$ cat src/data_move_defs.svh
// constants for the data-move instruction unit
`ifndef DATA_MOVE_DEFS_SVH
`define DATA_MOVE_DEFS_SVH

// instruction word layout
`define INSTR_WIDTH        14
`define CLASS_MSB          13
`define CLASS_LSB          11
`define COPY_DEST_BIT      10
`define COPY_FILE_MSB      6
`define INDIR_SEL_BIT      7
`define INDIR_MODE_MSB     1
`define REL_SEL_BIT        6
`define REL_K_MSB          5
`define BANK_K_MSB         3
`define LATCH_K_MSB        6
`define WORK_K_MSB         7

// class codes
`define CLASS_NOP          3'h0
`define CLASS_COPY         3'h1
`define CLASS_INDIR        3'h2
`define CLASS_REL          3'h3
`define CLASS_BANK         3'h4
`define CLASS_LATCH        3'h5
`define CLASS_WORK         3'h6

// file addresses with no storage, redirected through the pointers
`define INDIRECT0_ADDR     7'h00
`define INDIRECT1_ADDR     7'h01

// reset values
`define WORK_RESET         8'h00
`define BANK_RESET         5'h00
`define LATCH_RESET        7'h00
`define POINTER_RESET      16'h0000

`endif

$ cat src/data_move_pkg.sv
// types for the data-move instruction unit
package data_move_pkg;
   typedef enum logic [1:0] {
      mode_pre_inc,
      mode_pre_dec,
      mode_post_inc,
      mode_post_dec
   } pointer_update_mode_t;

   typedef enum {
      st_idle,
      st_read,
      st_capture,
      st_write
   } exec_state_t;
endpackage

$ cat src/pointer_address_unit.sv
// effective address and updated pointer for indirect moves
`timescale 1ns/1ps
`default_nettype none
module pointer_address_unit
   import data_move_pkg::*;
#(
   parameter int PTR_WIDTH = 16
) (
   input  wire logic [PTR_WIDTH-1:0]   pointer,
   input  wire logic [1:0]             mode,
   input  wire logic                   relative,
   input  wire logic [5:0]             offset,
   output logic      [PTR_WIDTH-1:0]   effective_addr,
   output logic      [PTR_WIDTH-1:0]   next_pointer
);
   initial begin
      if (PTR_WIDTH < 7)
         $error("pointer_address_unit: pointer narrower than offset");
   end

   // plain modulo arithmetic gives the wrap at both ends
   wire logic [PTR_WIDTH-1:0] plus_one   = pointer + PTR_WIDTH'(1);
   wire logic [PTR_WIDTH-1:0] minus_one  = pointer - PTR_WIDTH'(1);
   wire logic [PTR_WIDTH-1:0] offset_ext = {{(PTR_WIDTH-6){offset[5]}}, offset};
   wire logic [PTR_WIDTH-1:0] plus_k     = pointer + offset_ext;
   wire logic                 is_inc     = (mode == 2'(mode_pre_inc)) || (mode == 2'(mode_post_inc));
   wire logic                 is_pre     = (mode == 2'(mode_pre_inc)) || (mode == 2'(mode_pre_dec));
   wire logic [PTR_WIDTH-1:0] stepped    = is_inc ? plus_one : minus_one;

   // pre modes use the stepped value, post modes the old one
   assign effective_addr = relative ? plus_k : (is_pre ? stepped : pointer);
   // relative form leaves the pointer alone
   assign next_pointer   = relative ? pointer : stepped;
endmodule // pointer_address_unit
`default_nettype wire

$ cat src/data_move_instruction_unit.sv
// execution unit for the data-move instructions
`timescale 1ns/1ps
`default_nettype none
`include "data_move_defs.svh"
module data_move_instruction_unit
   import data_move_pkg::*;
#(
   parameter int PTR_WIDTH = 16
) (
   input  wire logic                     mclk,
   input  wire logic                     reset,
   input  wire logic                     instr_valid,
   input  wire logic [`INSTR_WIDTH-1:0]  instr_word,
   input  wire logic [7:0]               mem_rdata,
   output logic                          busy,
   output logic                          done,
   output logic      [PTR_WIDTH-1:0]     mem_addr,
   output logic                          mem_rd_en,
   output logic                          mem_wr_en,
   output logic      [7:0]               mem_wdata,
   output logic      [7:0]               working_reg,
   output logic                          zero_flag,
   output logic      [4:0]               bank_select_register,
   output logic      [6:0]               program_counter_high_latch,
   output logic      [PTR_WIDTH-1:0]     pointer_register0,
   output logic      [PTR_WIDTH-1:0]     pointer_register1
);
   initial begin
      if (PTR_WIDTH != 16)
         $error("data_move_instruction_unit: pointers must be 16 bits wide");
   end

   exec_state_t state;
   logic        dest_file;

   // decode of the incoming word
   wire logic [2:0] op_class  = instr_word[`CLASS_MSB:`CLASS_LSB];
   wire logic       take      = instr_valid && !busy;
   wire logic       is_copy   = take && (op_class == `CLASS_COPY);
   wire logic       is_indir  = take && (op_class == `CLASS_INDIR);
   wire logic       is_rel    = take && (op_class == `CLASS_REL);
   wire logic       is_bank   = take && (op_class == `CLASS_BANK);
   wire logic       is_latch  = take && (op_class == `CLASS_LATCH);
   wire logic       is_work   = take && (op_class == `CLASS_WORK);
   wire logic       is_lit    = is_bank || is_latch || is_work;

   wire logic [6:0] file_addr = instr_word[`COPY_FILE_MSB:0];
   wire logic       copy_dest = instr_word[`COPY_DEST_BIT];
   wire logic       ptr_sel   = is_rel ? instr_word[`REL_SEL_BIT] : instr_word[`INDIR_SEL_BIT];
   wire logic [1:0] mode      = instr_word[`INDIR_MODE_MSB:0];
   wire logic [5:0] rel_k     = instr_word[`REL_K_MSB:0];

   // literal fields; bits above each field are assumed zero and dropped
   wire logic [4:0] bank_k    = {1'b0, instr_word[`BANK_K_MSB:0]};
   wire logic [6:0] latch_k   = instr_word[`LATCH_K_MSB:0];
   wire logic [7:0] work_k    = instr_word[`WORK_K_MSB:0];

   // indirect file addresses map onto the pointers, nothing is stored
   wire logic       copy_via0 = (file_addr == `INDIRECT0_ADDR);
   wire logic       copy_via1 = (file_addr == `INDIRECT1_ADDR);
   wire logic [PTR_WIDTH-1:0] direct_addr =
      PTR_WIDTH'({bank_select_register, file_addr});
   wire logic [PTR_WIDTH-1:0] copy_addr =
      copy_via0 ? pointer_register0 :
      copy_via1 ? pointer_register1 : direct_addr;

   wire logic [PTR_WIDTH-1:0] sel_pointer = ptr_sel ? pointer_register1 : pointer_register0;
   wire logic [PTR_WIDTH-1:0] eff_addr;
   wire logic [PTR_WIDTH-1:0] next_ptr;

   pointer_address_unit #(
      .PTR_WIDTH      (PTR_WIDTH)
   ) u_addr (
      .pointer        (sel_pointer),
      .mode           (mode),
      .relative       (is_rel),
      .offset         (rel_k),
      .effective_addr (eff_addr),
      .next_pointer   (next_ptr)
   );

   wire logic       start_mem  = is_copy || is_indir || is_rel;
   wire logic [PTR_WIDTH-1:0] next_addr = is_copy ? copy_addr : eff_addr;
   wire logic       read_zero  = (mem_rdata == 8'h00);

   // sequencing of memory-based moves
   always_ff @(posedge mclk) begin
      if (reset) begin
         state     <= st_idle;
         busy      <= 1'b0;
         done      <= 1'b0;
         mem_rd_en <= 1'b0;
         mem_wr_en <= 1'b0;
         dest_file <= 1'b0;
      end else begin
         done <= 1'b0;
         case (state)
            st_idle: begin
               if (start_mem) begin
                  state     <= st_read;
                  busy      <= 1'b1;
                  mem_rd_en <= 1'b1;
                  dest_file <= is_copy && copy_dest;
               end else if (is_lit) begin
                  done <= 1'b1;
               end
            end
            st_read: begin
               mem_rd_en <= 1'b0;
               state     <= st_capture;
            end
            st_capture: begin
               if (dest_file) begin
                  mem_wr_en <= 1'b1;
                  state     <= st_write;
               end else begin
                  busy  <= 1'b0;
                  done  <= 1'b1;
                  state <= st_idle;
               end
            end
            st_write: begin
               mem_wr_en <= 1'b0;
               busy      <= 1'b0;
               done      <= 1'b1;
               state     <= st_idle;
            end
            default: begin
               state     <= st_idle;
               busy      <= 1'b0;
               mem_rd_en <= 1'b0;
               mem_wr_en <= 1'b0;
            end
         endcase
      end
   end

   // address and write data
   always_ff @(posedge mclk) begin
      if (reset) begin
         mem_addr  <= `POINTER_RESET;
         mem_wdata <= 8'h00;
      end else begin
         if (start_mem)
            mem_addr <= next_addr;
         if (state == st_capture)
            mem_wdata <= mem_rdata;
      end
   end

   // working register and zero flag
   always_ff @(posedge mclk) begin
      if (reset) begin
         working_reg <= `WORK_RESET;
         zero_flag   <= 1'b0;
      end else if (is_work) begin
         working_reg <= work_k;
      end else if (state == st_capture) begin
         // flag follows the moved byte whichever way it goes
         zero_flag <= read_zero;
         if (!dest_file)
            working_reg <= mem_rdata;
      end
   end

   // literal targets, flags untouched
   always_ff @(posedge mclk) begin
      if (reset) begin
         bank_select_register       <= `BANK_RESET;
         program_counter_high_latch <= `LATCH_RESET;
      end else begin
         if (is_bank)
            bank_select_register <= bank_k;
         if (is_latch)
            program_counter_high_latch <= latch_k;
      end
   end

   // pointer update at issue; final value does not depend on the transfer
   always_ff @(posedge mclk) begin
      if (reset) begin
         pointer_register0 <= `POINTER_RESET;
         pointer_register1 <= `POINTER_RESET;
      end else if ((is_indir || is_rel) && !ptr_sel) begin
         pointer_register0 <= next_ptr;
      end else if ((is_indir || is_rel) && ptr_sel) begin
         pointer_register1 <= next_ptr;
      end
   end
endmodule // data_move_instruction_unit
`default_nettype wire

$ cat config.mk
export PLATFORM = sky130hd
export DESIGN_NAME = data_move_instruction_unit
export DESIGN_NICKNAME = d
export VERILOG_FILES = /design/src/data_move_pkg.sv /design/src/pointer_address_unit.sv /design/src/data_move_instruction_unit.sv
export VERILOG_INCLUDE_DIRS = /design/src /design/src/src
export SDC_FILE = /design/constraint.sdc
export NUM_CORES = 1
export LEC_CHECK = 0
export BUFFER_PORTS_ARGS = -buffer_cell sky130_fd_sc_hd__buf_2
export CAP_MARGIN = 15
export CORE_MARGIN = 2
export CORE_UTILIZATION = 55
export DETAILED_ROUTE_END_ITERATION = 8
export PLACE_DENSITY = 0.8
export RECOVER_POWER = 25
export SYNTH_ARGS = -nofsm -noshare
export SYNTH_HDL_FRONTEND = slang
export SYNTH_HIERARCHICAL = 1
export SYNTH_SLANG_ARGS = --single-unit
$ cat constraint.sdc
create_clock -name mclk -period 5.9 [get_ports mclk]
set_clock_uncertainty 0.05 [all_clocks]
set_input_delay 1.77 -clock mclk [delete_from_list [all_inputs] [get_ports mclk]]
set_output_delay 1.77 -clock mclk [all_outputs]
set_load 0.01 [all_outputs]
==> summary.txt, run 1 <==
Timing
  • Final Hold Slack: 0.4144 ns
  • Final Max Slew Viols: 0
  • Tmin final: 5.440 ns
  • Setup ws final: 0.4600 ns
  • Worst Tran Pin Value: 1.475 ns
  • Final setup viols: 0
  • RSZ-0062 raised after global routing: no
  • Fmax: 0.1838 GHz
  • Hold Fails Final Rpt: 0
  • Total negative slack: 0 ns
  • Final worst-path cycle share: 92.20%
  • Slew headroom: 1.649%

Critical path
  • Crit path DAT: 5.59 ns
  • CP Capture Type: register
  • Req. time, crit path: 6.05 ns
  • CP top delay family: simple AND/OR/NAND/NOR gates
  • Most used cell, CP: or4_1
  • Reg2Reg Depth: 14
  • CP Buf/Inv Count: 2
  • CP Class: in -> reg
  • Worst Path Max Fanout: 8
  • Max incr delay on CP: 0.53 ns
  • Crit-path slowest cell: or4_1
  • R2r endpoint: mem_addr[15]
  • Reg2reg start: busy
  • R2r setup slk: 1.58 ns
  • Startpoint types: input pin
  • Critical path cell sequence: buf_2, nor3b_2, and3_2, mux2i_4, buf_4, mux2_2, or4_1, or4_1, o32a_1, o31ai_1, a211oi_1, xnor2_1, nand3b_1, o21ai_0, nor3_1

Global routing
  • Largest net degree at the start of global routing: 52
  • Vias in the first global route: 5413
  • Initial antenna violation count: 0
  • Grt total ovfl: 0
  • First-pass GRT wire length: 27680 um
  • Total Routing Usage GR: 30.96%

Layout
  • Reg area: 1662 um^2
  • Fraction of layout instances using a drive strength above 1: 19.36%
  • Area growth syn-to-layout: 11.63%
  • Largest registers in the final layout: mem_addr: 16 flops, pointer_register0: 16 flops, pointer_register1: 16 flops
  • Diode count: 0
  • Layout Nets: 822
  • Final cell count without fillers: 921
  • Fillers: 972
  • Multi-input gate area: 3729 um^2

Pwr
  • Total power: 1.275 mW
  • Leak pwr: 2.703 nW
  • Power per Cell Area: 198.7 nW/um^2
  • Worst ir drop on vdd: 0.1206 mV

Clocking
  • Post-CTS sizing: 0
  • CTS tree: built
  • Max clock buf depth: 2
  • CTS Buf Count: 9
  • Clock sinks: 83
  • CTS Hold Bufs: 0
  • Postcts setup bufs: 0
  • Clk root buf: clkbuf_8
  • Worst-Skew Late Latency: 0.38 ns
  • Htree depth: 3
  • Clock-pin slew on the worst setup and hold paths: 0.09 ns

Placed design
  • Placed Cells: 905
  • Dpl ws: 0.1725 ns
  • GP Congestion: 0.9524
  • DP Wirelength: 12590 um
  • Port Buffer Count: 102

Synthesis
  • Most common cell in the netlist: nor2_1
  • Synth cell types: 78
  • Yosys reg bits: 83
  • Yosys warns: 6
  • Asr flop ratio synth: 0%
  • Synth Cell Area: 5746 um^2
  • Cells after synthesis: 699
  • Synth area leader: dfxtp_1
  • Primary FF master, synth: dfxtp_1
  • Synth Net Count: 741
  • Synth area leaders: dfxtp_1 29%, mux2i_1 8.7%, a21oi_1 5.9%
  • Seq/Total Area, Yosys: 28.92%
  • Top cells by count, synth: 86 x nor2_1, 83 x dfxtp_1, 68 x a21oi_1
  • Synth top area share: 28.92%
  • Mean post-synth cell area: 8.220 um^2
  • Post-synth EDFFs: 0

Min path
  • Hold Path Stages: 2
  • Hold path startpoint: mem_wdata[7]
  • Hold crit path type: reg -> reg
  • Hold EP: mem_wdata[7]

Routing
  • ANT nets after route: 0
  • DRC: 0
  • Vias: 5749
  • DR pass1 iterations: 7
  • Iter 0 DRT Violations: 441
  • Per-cell routed wire length: 18.96 um
  • Total routed wirelength: 17460 um
  • Vias per cell: 6.242

Floorplan
  • Core ar.: 10230 um^2
  • Initial Util: 56.16%
  • Io pins: 106
  • Die width: 106.2 um
  • FP Rows: 37
  • Die area: 11280 um^2
  • Die Y-Extent: 106.2 um

Run status
  • Outcome: finished clean

Flow run
  • Maxcap violations: 0
[worst max-delay path by stage]
stage | from | to | slack, ns | depth (start not counted)
after floorplan | instr_word[13] | mem_addr[15] | 0.56 | 15
after global placement | instr_word[13] | mem_addr[15] | 0.22 | 15
after detailed placement | instr_word[13] | mem_addr[15] | 0.17 | 15
after CTS | instr_word[13] | mem_addr[15] | 0.56 | 15
after global routing | instr_word[13] | mem_addr[15] | 0.32 | 17
final | instr_word[13] | mem_addr[15] | 0.46 | 15
[stage by stage]
step	util, %	instance area [um^2]
2_1_floorplan	-	5746
3_3_place_gp	61.32	6274
3_5_place_dp	61.39	6281
4_1_cts	63.10	6456
5_1_grt	62.69	6414
6_report	62.69	6414
[power by group]
group | total [mW] | switching, mW | internal (mW)
clock network | 0.394 | 0.238 | 0.156
logic | 0.287 | 0.175 | 0.113
registers | 0.593 | 0.0147 | 0.578
[logic make-up after synthesis]
| family | count (synthesis) | share of synthesized area (%) |
|---|---|---|
| buffers and inverters | 68 | 6.185 |
| multiplexers | 74 | 13.61 |
| AO/OA/AOI/OAI | 171 | 18.82 |
| flip-flops | 83 | 28.92 |
| AND/OR/NAND/NOR | 247 | 22.78 |
| XOR/XNOR | 38 | 5.793 |
| other | 1 | 0.06527 |
| adder cells (fa/ha/maj) | 17 | 3.833 |
[worst min-delay path, stage by stage (launching register included)]
cell and delay [ns]:
dfxtp_1 0.32, nand2_1 0.05, a21oi_1 0.05
[cell usage in the layout, fill, tap and decap left out, drive strengths merged, types with 9 or more instances in the layout]
cell	instances
nor2	87
ha	16
buf	88
nand2b	10
or4	9
a211oi	13
nor3	18
a21oi	69
xnor2	16
dfxtp	83
nand4	11
and3	9
nand2	46
o21ai	30
inv	18
xor2	22
nand3	17
mux2i	51
mux2	23
clkbuf	44
[layer usage]
layer | part of all wire [%] | wire (um) | vias to the layer above | GRT usage [%]
met5 | 0 | 0 | - | 0
met4 | 3.7 | 646 | 0 | 13.63
met3 | 7.2 | 1259 | 61 | 5.395
met2 | 46 | 8052 | 286 | 50.41
met1 | 43 | 7504 | 2697 | 40.15
li1 | - | - | 2705 | -
[final cells by class]
class,instances,share of cell area (%)
Timing Repair Buffer,122,9.637
Inverter,16,0.9364
Clock inverter,6,0.7413
Clock buffer,10,1.990
Multi-Input combinational cell,548,58.14
Tap cell,136,2.653
Sequential cell,83,25.91
Note: power is estimated with default switching activity, not from simulation.
==> inputs of run 2 (changes only) <==
--- a/config.mk
+++ b/config.mk
@@ -8,8 +8,10 @@
 export LEC_CHECK = 0
 export BUFFER_PORTS_ARGS = -buffer_cell sky130_fd_sc_hd__buf_2
 export CAP_MARGIN = 15
+export CORE_ASPECT_RATIO = 0.9
 export CORE_MARGIN = 2
 export CORE_UTILIZATION = 55
+export CTS_BUF_LIST = sky130_fd_sc_hd__clkbuf_8
 export DETAILED_ROUTE_END_ITERATION = 8
 export PLACE_DENSITY = 0.8
 export RECOVER_POWER = 25
==> summary.txt, run 2 (synthesis results as in run 1) <==
Run status
  • Outcome: finished with violations
  • Failing checks: capacitance limit, slew limit

Layout
  • Largest registers in the final layout: mem_addr: 16 flops, pointer_register0: 16 flops, pointer_register1: 16 flops
  • Commonest non-fill, non-tap cell in the layout: nor2_1
  • Diode count: 0 (unchanged)
  • Most frequent cells in the layout: 86 x nor2_1, 83 x dfxtp_1, 75 x buf_2, 68 x a21oi_1, 50 x mux2i_1
  • Layout Nets: 818 (-0.49%)
  • Post-route cell area: 6417 um^2 (about the same)
  • Fraction of layout instances using a drive strength above 1: 19.59% (+0.23 points)
  • Area growth syn-to-layout: 11.69% (about the same)

Pwr
  • Switch share: 30.60% (-2.9 points)
  • Share of total power in the clock network: 32.8% (+1.9 points)
  • Register share of total power: 45.4% (-1.1 points)
  • Gate power share: 21.8% (-0.8 points)
  • Psw: 400.0 uW (-6.4%)
  • Int Power: 907.3 uW (+7.1%)
  • Worst ir drop on vdd: 0.1470 mV (+22%)
  • Total power: 1.307 mW (+2.6%)
  • Power per Cell Area: 203.7 nW/um^2 (+2.5%)
  • Leak pwr: 2.741 nW (+1.4%)

Placed design
  • Placed cell area: 6227 um^2 (-0.86%)
  • DP Wirelength: 12100 um (-3.9%)
  • Port Buffer Count: 102 (unchanged)
  • GP Congestion: 0.9307 (-2.3%)

Timing
  • Final setup viols: 0 (unchanged)
  • Tmin final: 5.599 ns (+0.1588 ns)
  • RSZ-0062 raised after global routing: no
  • Final worst-path cycle share: 94.89% (+2.7 points)
  • Slew headroom: -47.14% (-49 points)
  • Worst Tran Pin Value: 2.207 ns (+0.7318 ns)
  • Hold Fails Final Rpt: 0 (unchanged)
  • Fmax: 0.1786 GHz (-2.8%)
  • Total negative slack: 0 ns (unchanged)
  • Final Max Slew Viols: 52 (+52)

Critical path
  • CP top delay family: simple AND/OR/NAND/NOR gates
  • Req. time, crit path: 6.01 ns (-0.04 ns)
  • CP Capture Type: register
  • Crit-path slowest cell: a2111oi_0
  • Max incr delay on CP: 0.61 ns (+0.08 ns)
  • Startpoint types: input pin
  • Crit path DAT: 5.71 ns (+0.12 ns)
  • Most used cell, CP: buf_4
  • Worst Path Max Fanout: 8 (unchanged)
  • Critical path cell sequence: buf_2, nor3b_2, and3_2, mux2i_4, buf_4, mux2_2, buf_4, ha_1, and2_1, nand4_1, a2111oi_0, a211oi_1, xnor2_1, nand3b_1, o21ai_0, nor3_1
  • CP Class: in -> reg
  • CP Buf/Inv Count: 3 (+1)

Min path
  • Hold crit path type: reg -> reg

Clocking
  • CTS tree: built
  • Postcts setup bufs: 0 (unchanged)
  • Max clock buf depth: 2 (unchanged)
  • CTS Hold Bufs: 0 (unchanged)
  • CTS Buf Count: 9 (unchanged)
  • Clk root buf: clkbuf_8
  • Post-CTS sizing: 0 (unchanged)
  • Clock sinks: 83 (unchanged)
  • Clock-pin slew on the worst setup and hold paths: 0.08 ns (about the same)
  • Worst-Skew Late Latency: 0.37 ns (about the same)
  • Htree depth: 3 (unchanged)

Routing
  • Iter 0 DRT Violations: 553 (+25%)
  • DRC: 0 (unchanged)
  • DR pass1 iterations: 5 (-2)
  • Per-cell routed wire length: 18.75 um (-1.1%)
  • Vias: 5802 (+0.92%)
  • Vias per cell: 6.376 (+2.1%)
  • ANT nets after route: 0 (unchanged)
  • Total routed wirelength: 17060 um (-2.3%)

Global routing
  • Vias in the first global route: 5292 (-2.2%)
  • Grt total ovfl: 0 (unchanged)
  • Largest net degree at the start of global routing: 52 (unchanged)
  • Total Routing Usage GR: 29.75% (-1.2 points)
  • Initial antenna violation count: 1 (+1)
  • First-pass GRT wire length: 26990 um (-2.5%)

Floorplan
  • Die Y-Extent: 101.0 um (-4.9%)
  • Core ar.: 10200 um^2 (-0.27%)
  • Initial Util: 56.31% (+0.15 points)
  • Io pins: 106 (unchanged)
  • Die area: 11280 um^2 (about the same)
  • Die width: 111.7 um (+5.2%)
  • FP Rows: 35 (-5.4%)

Flow run
  • Maxcap violations: 1 (+1)
run 2: cell count changes in the layout (fill, tap and decap cells not counted), sizes merged:
cell / change
bufinv: +1
buf: +2
clkinvlp: -3
clkbuf: -5
clkinv: +1
run 2: routing by layer:
layer / global-route usage (%) / part of all wire, %
met5: 0 / 0.082
met3: 6.374 / 8.7
met1: 40.36 / 43
met2: 46.29 / 45
met4: 12.06 / 3.0
run 2: stage by stage:
step           utilization [%]  hold slack, ns  std cells  setup slack [ns]
6_report                 62.89          0.4091        910            0.3012
5_1_grt                  62.89          0.4370        910            0.2180
4_1_cts                  63.04          0.4042        908            0.5144
3_5_place_dp             61.03          0.3930        892            0.1520
3_3_place_gp             61.03          0.3907        892            0.2590
2_1_floorplan                -          0.4305        699            0.5578
run 2: area by class of cell:
| class | count | area [um^2] |
|---|---|---|
| fillers | 907 | 3786 |
| multi-input cells | 548 | 3729 |
| flip-flops and latches | 83 | 1662 |
| repair buffers | 118 | 600.6 |
| well taps | 129 | 161.4 |
| clock buffers | 11 | 151.4 |
| inverters | 16 | 60.06 |
| clock inverters | 5 | 53.80 |
run 2: path summary, 6_finish.rpt:
check	from	cells after the start	slack, ns	end
setup / recovery	instr_word[13]	16	0.30	mem_addr[15]
hold / removal	mem_wdata[2]	2	0.41	mem_wdata[2]
setup reg to reg	busy	15	1.45	mem_addr[15]
hold reg to reg	mem_wdata[2]	2	0.41	mem_wdata[2]
run 2: worst register-to-register path: stages (launching register included):
cell and delay, ns:
dfxtp_1 0.35, nor3b_2 0.21, and3_2 0.27, mux2i_4 0.45, buf_4 0.25, mux2_2 0.40, buf_4 0.18, ha_1 0.41
and2_1 0.26, nand4_1 0.22, a2111oi_0 0.61, a211oi_1 0.15, xnor2_1 0.16, nand3b_1 0.15, o21ai_0 0.07, nor3_1 0.06
run 2: power by group through the flow:
stage	Clock, mW	Sequential (mW)	Combinational (mW)
3_5_place_dp	0	0.605	0.279
2_1_floorplan	0	0.611	0.194
5_1_grt	0.455	0.595	0.310
3_3_place_gp	0	0.604	0.271
6_report	0.429	0.593	0.286
4_1_cts	0.433	0.592	0.281
==> inputs of run 3 (changes only) <==
--- a/config.mk
+++ b/config.mk
@@ -15,6 +15,7 @@
 export DETAILED_ROUTE_END_ITERATION = 8
 export PLACE_DENSITY = 0.8
 export RECOVER_POWER = 25
+export REMOVE_ABC_BUFFERS = 1
 export SYNTH_ARGS = -nofsm -noshare
 export SYNTH_HDL_FRONTEND = slang
 export SYNTH_HIERARCHICAL = 1
==> summary.txt, run 3 (synthesis results as in run 1) <==
Critical path
  • R2r endpoint: mem_addr[15]
  • Reg2reg start: busy
  • Startpoint types: input pin
  • Critical path cell sequence: buf_2, nor3b_2, and3_2, mux2i_4, buf_4, mux2_2, buf_4, ha_1, a211oi_1, nor3_1, nor3b_1, o31ai_1, a211oi_1, xnor2_1, nand3b_1, o21ai_0, nor3_1
  • R2r setup slk: 1.44 ns (about the same)
  • Crit-path slowest cell: a211oi_1
  • CP top delay family: compound AO/OA/AOI/OAI gates
  • Req. time, crit path: 6.02 ns (about the same)
  • CP Buf/Inv Count: 3 (unchanged)
  • Worst Path Max Fanout: 11 (+3)
  • Worst setup endpoint: mem_addr[15]
  • Max incr delay on CP: 0.49 ns (-0.12 ns)
  • CP Class: in -> reg
  • Crit path from: instr_word[13]
  • CP Capture Type: register
  • Reg2Reg Depth: 16 (+1)
  • WP depth: 17 (+1)
  • Crit path DAT: 5.72 ns (about the same)

Placed design
  • Placed Cells: 896 (+0.45%)
  • GP Congestion: 0.9681 (+4.0%)
  • Port Buffer Count: 102 (unchanged)
  • DP Wirelength: 11830 um (-2.2%)
  • Placed cell area: 6257 um^2 (+0.48%)

Timing
  • Final Max Slew Viols: 46 (-12%)
  • RSZ-0062 raised after global routing: no
  • Slew headroom: -35.06% (+12 points)
  • Fmax: 0.1787 GHz (about the same)
  • Worst Tran Pin Value: 2.026 ns (-0.1812 ns)
  • Final setup viols: 0 (unchanged)
  • Hold Fails Final Rpt: 0 (unchanged)
  • Tmin final: 5.595 ns (-0.003675 ns)
  • Final worst-path cycle share: 94.83% (about the same)

Clocking
  • Clock sinks: 83 (unchanged)
  • Clock-pin slew on the worst setup and hold paths: 0.09 ns (about the same)
  • Htree depth: 3 (unchanged)
  • Clk root buf: clkbuf_8
  • CTS Buf Count: 9 (unchanged)
  • CTS tree: built
  • Postcts setup bufs: 0 (unchanged)
  • Post-CTS sizing: 0 (unchanged)
  • Worst-Skew Late Latency: 0.37 ns (about the same)
  • CTS Hold Bufs: 0 (unchanged)
  • Max clock buf depth: 2 (unchanged)

Routing
  • DRC: 0 (unchanged)
  • Vias: 5802 (unchanged)
  • Per-cell routed wire length: 18.37 um (-2.1%)
  • Vias per cell: 6.348 (-0.44%)
  • DR pass1 iterations: 5 (unchanged)
  • Iter 0 DRT Violations: 520 (-6.0%)
  • ANT nets after route: 0 (unchanged)
  • Total routed wirelength: 16790 um (-1.6%)

Global routing
  • Largest net degree at the start of global routing: 46 (-12%)
  • First-pass GRT wire length: 26980 um (about the same)
  • Vias in the first global route: 5374 (+1.5%)
  • Met3 usage: 5.352% (-1.0 points)
  • Grt met2 use: 47.32% (+1.0 points)
  • Grt total ovfl: 0 (unchanged)
  • Met1 Track Usage GR: 40.01% (-0.35 points)
  • Global routing's busiest layer: met2
  • Initial antenna violation count: 0 (-1)
  • Total Routing Usage GR: 29.56% (-0.20 points)

Run status
  • Failing checks: capacitance limit, slew limit
  • Outcome: finished with violations

Floorplan
  • Initial Util: 56.31% (unchanged)
  • FP Rows: 35 (unchanged)
  • Die width: 111.7 um (unchanged)
  • Die area: 11280 um^2 (unchanged)
  • Die Y-Extent: 101.0 um (unchanged)
  • Core ar.: 10200 um^2 (unchanged)
  • Io pins: 106 (unchanged)

Layout
  • Diode count: 0 (unchanged)
  • Most frequent cells in the layout: 86 x nor2_1, 83 x dfxtp_1, 68 x a21oi_1, 68 x buf_2, 50 x mux2i_1
  • Post-route cell area: 6429 um^2 (+0.18%)
  • Layout Nets: 822 (+0.49%)
  • Fraction of layout instances using a drive strength above 1: 19.49% (-0.10 points)
  • Commonest non-fill, non-tap cell in the layout: nor2_1
  • Area growth syn-to-layout: 11.89%
  • Largest registers in the final layout: mem_addr: 16 flops, pointer_register0: 16 flops, pointer_register1: 16 flops
  • Final cell count without fillers: 914 (+0.44%)

Pwr
  • Leak pwr: 2.720 nW (-0.78%)
  • Power per Cell Area: 199.5 nW/um^2 (-2.1%)
  • Worst ir drop on vdd: 0.1200 mV (-18%)

Flow run
  • Maxcap violations: 1 (unchanged)

Min path
  • Hold crit path type: reg -> reg
## run 3: cell count changes in the layout (fill, tap and decap cells not counted), sizes merged
cell      before  now
buf           90   87
bufinv         1    0
clkbuf        39   45
clkinvlp       1    3
## run 3: through the flow
step	setup TNS, ns	hold slack, ns	worst slack, ns	power (mW)	util (%)
detailed placement	0	0.3950	0.07335	0.8849	61.32
global route	0	0.4304	0.1033	1.334	63.00
global placement	0	0.3893	0.1587	0.8763	61.32
finish	0	0.4047	0.3049	1.282	63.00
CTS	0	0.4088	0.4125	1.280	63.14
floorplan	-0.2033	0.4245	-0.1867	0.7800	-
## run 3: cell type report
| cell class | instances | area [um^2] |
|---|---|---|
| Fill cell | 937 | 3775 |
| Multi-Input combinational cell | 548 | 3729 |
| Sequential cell | 83 | 1662 |
| Timing Repair Buffer | 122 | 631.9 |
| Tap cell | 129 | 161.4 |
| Clock buffer | 10 | 137.6 |
| Inverter | 16 | 60.06 |
| Clock inverter | 6 | 47.55 |
## run 3: routing by layer
metal | up-vias | part of all wire, %
met4 | 0 | 2.4
met1 | 2765 | 44
met2 | 289 | 45
met3 | 46 | 8.5
li1 | 2702 | -
met5 | - | 0
## run 3: power breakdown
group	total [mW]	switching, mW	internal [mW]	leakage (nW)
sequential	0.591	0.0128	0.578	0.673
clock	0.403	0.235	0.168	0.0868
combinational	0.288	0.175	0.113	1.96
total	1.28	0.422	0.860	2.72
## run 3: worst register-to-register path, delay by kind of cell, from the launching register on
family	cells	cell delay, ns
flip-flops	1	0.36
XOR/XNOR	1	0.13
AO/OA/AOI/OAI	4	1.10
adder cells (fa/ha/maj)	1	0.34
buffers and inverters	2	0.46
AND/OR/NAND/NOR	6	1.06
multiplexers	2	0.77
## run 3: how the worst min path moves through the flow
stage | start | endpoint | slack, ns | cells past startpoint
finish | mem_wdata[6] | mem_wdata[6] | 0.40 | 2
global route | mem_wdata[3] | mem_wdata[3] | 0.43 | 2
CTS | mem_wdata[6] | mem_wdata[6] | 0.41 | 2
detailed placement | mem_wdata[6] | mem_wdata[6] | 0.39 | 2
global placement | mem_wdata[6] | mem_wdata[6] | 0.39 | 2
floorplan | mem_wdata[0] | mem_wdata[0] | 0.42 | 2
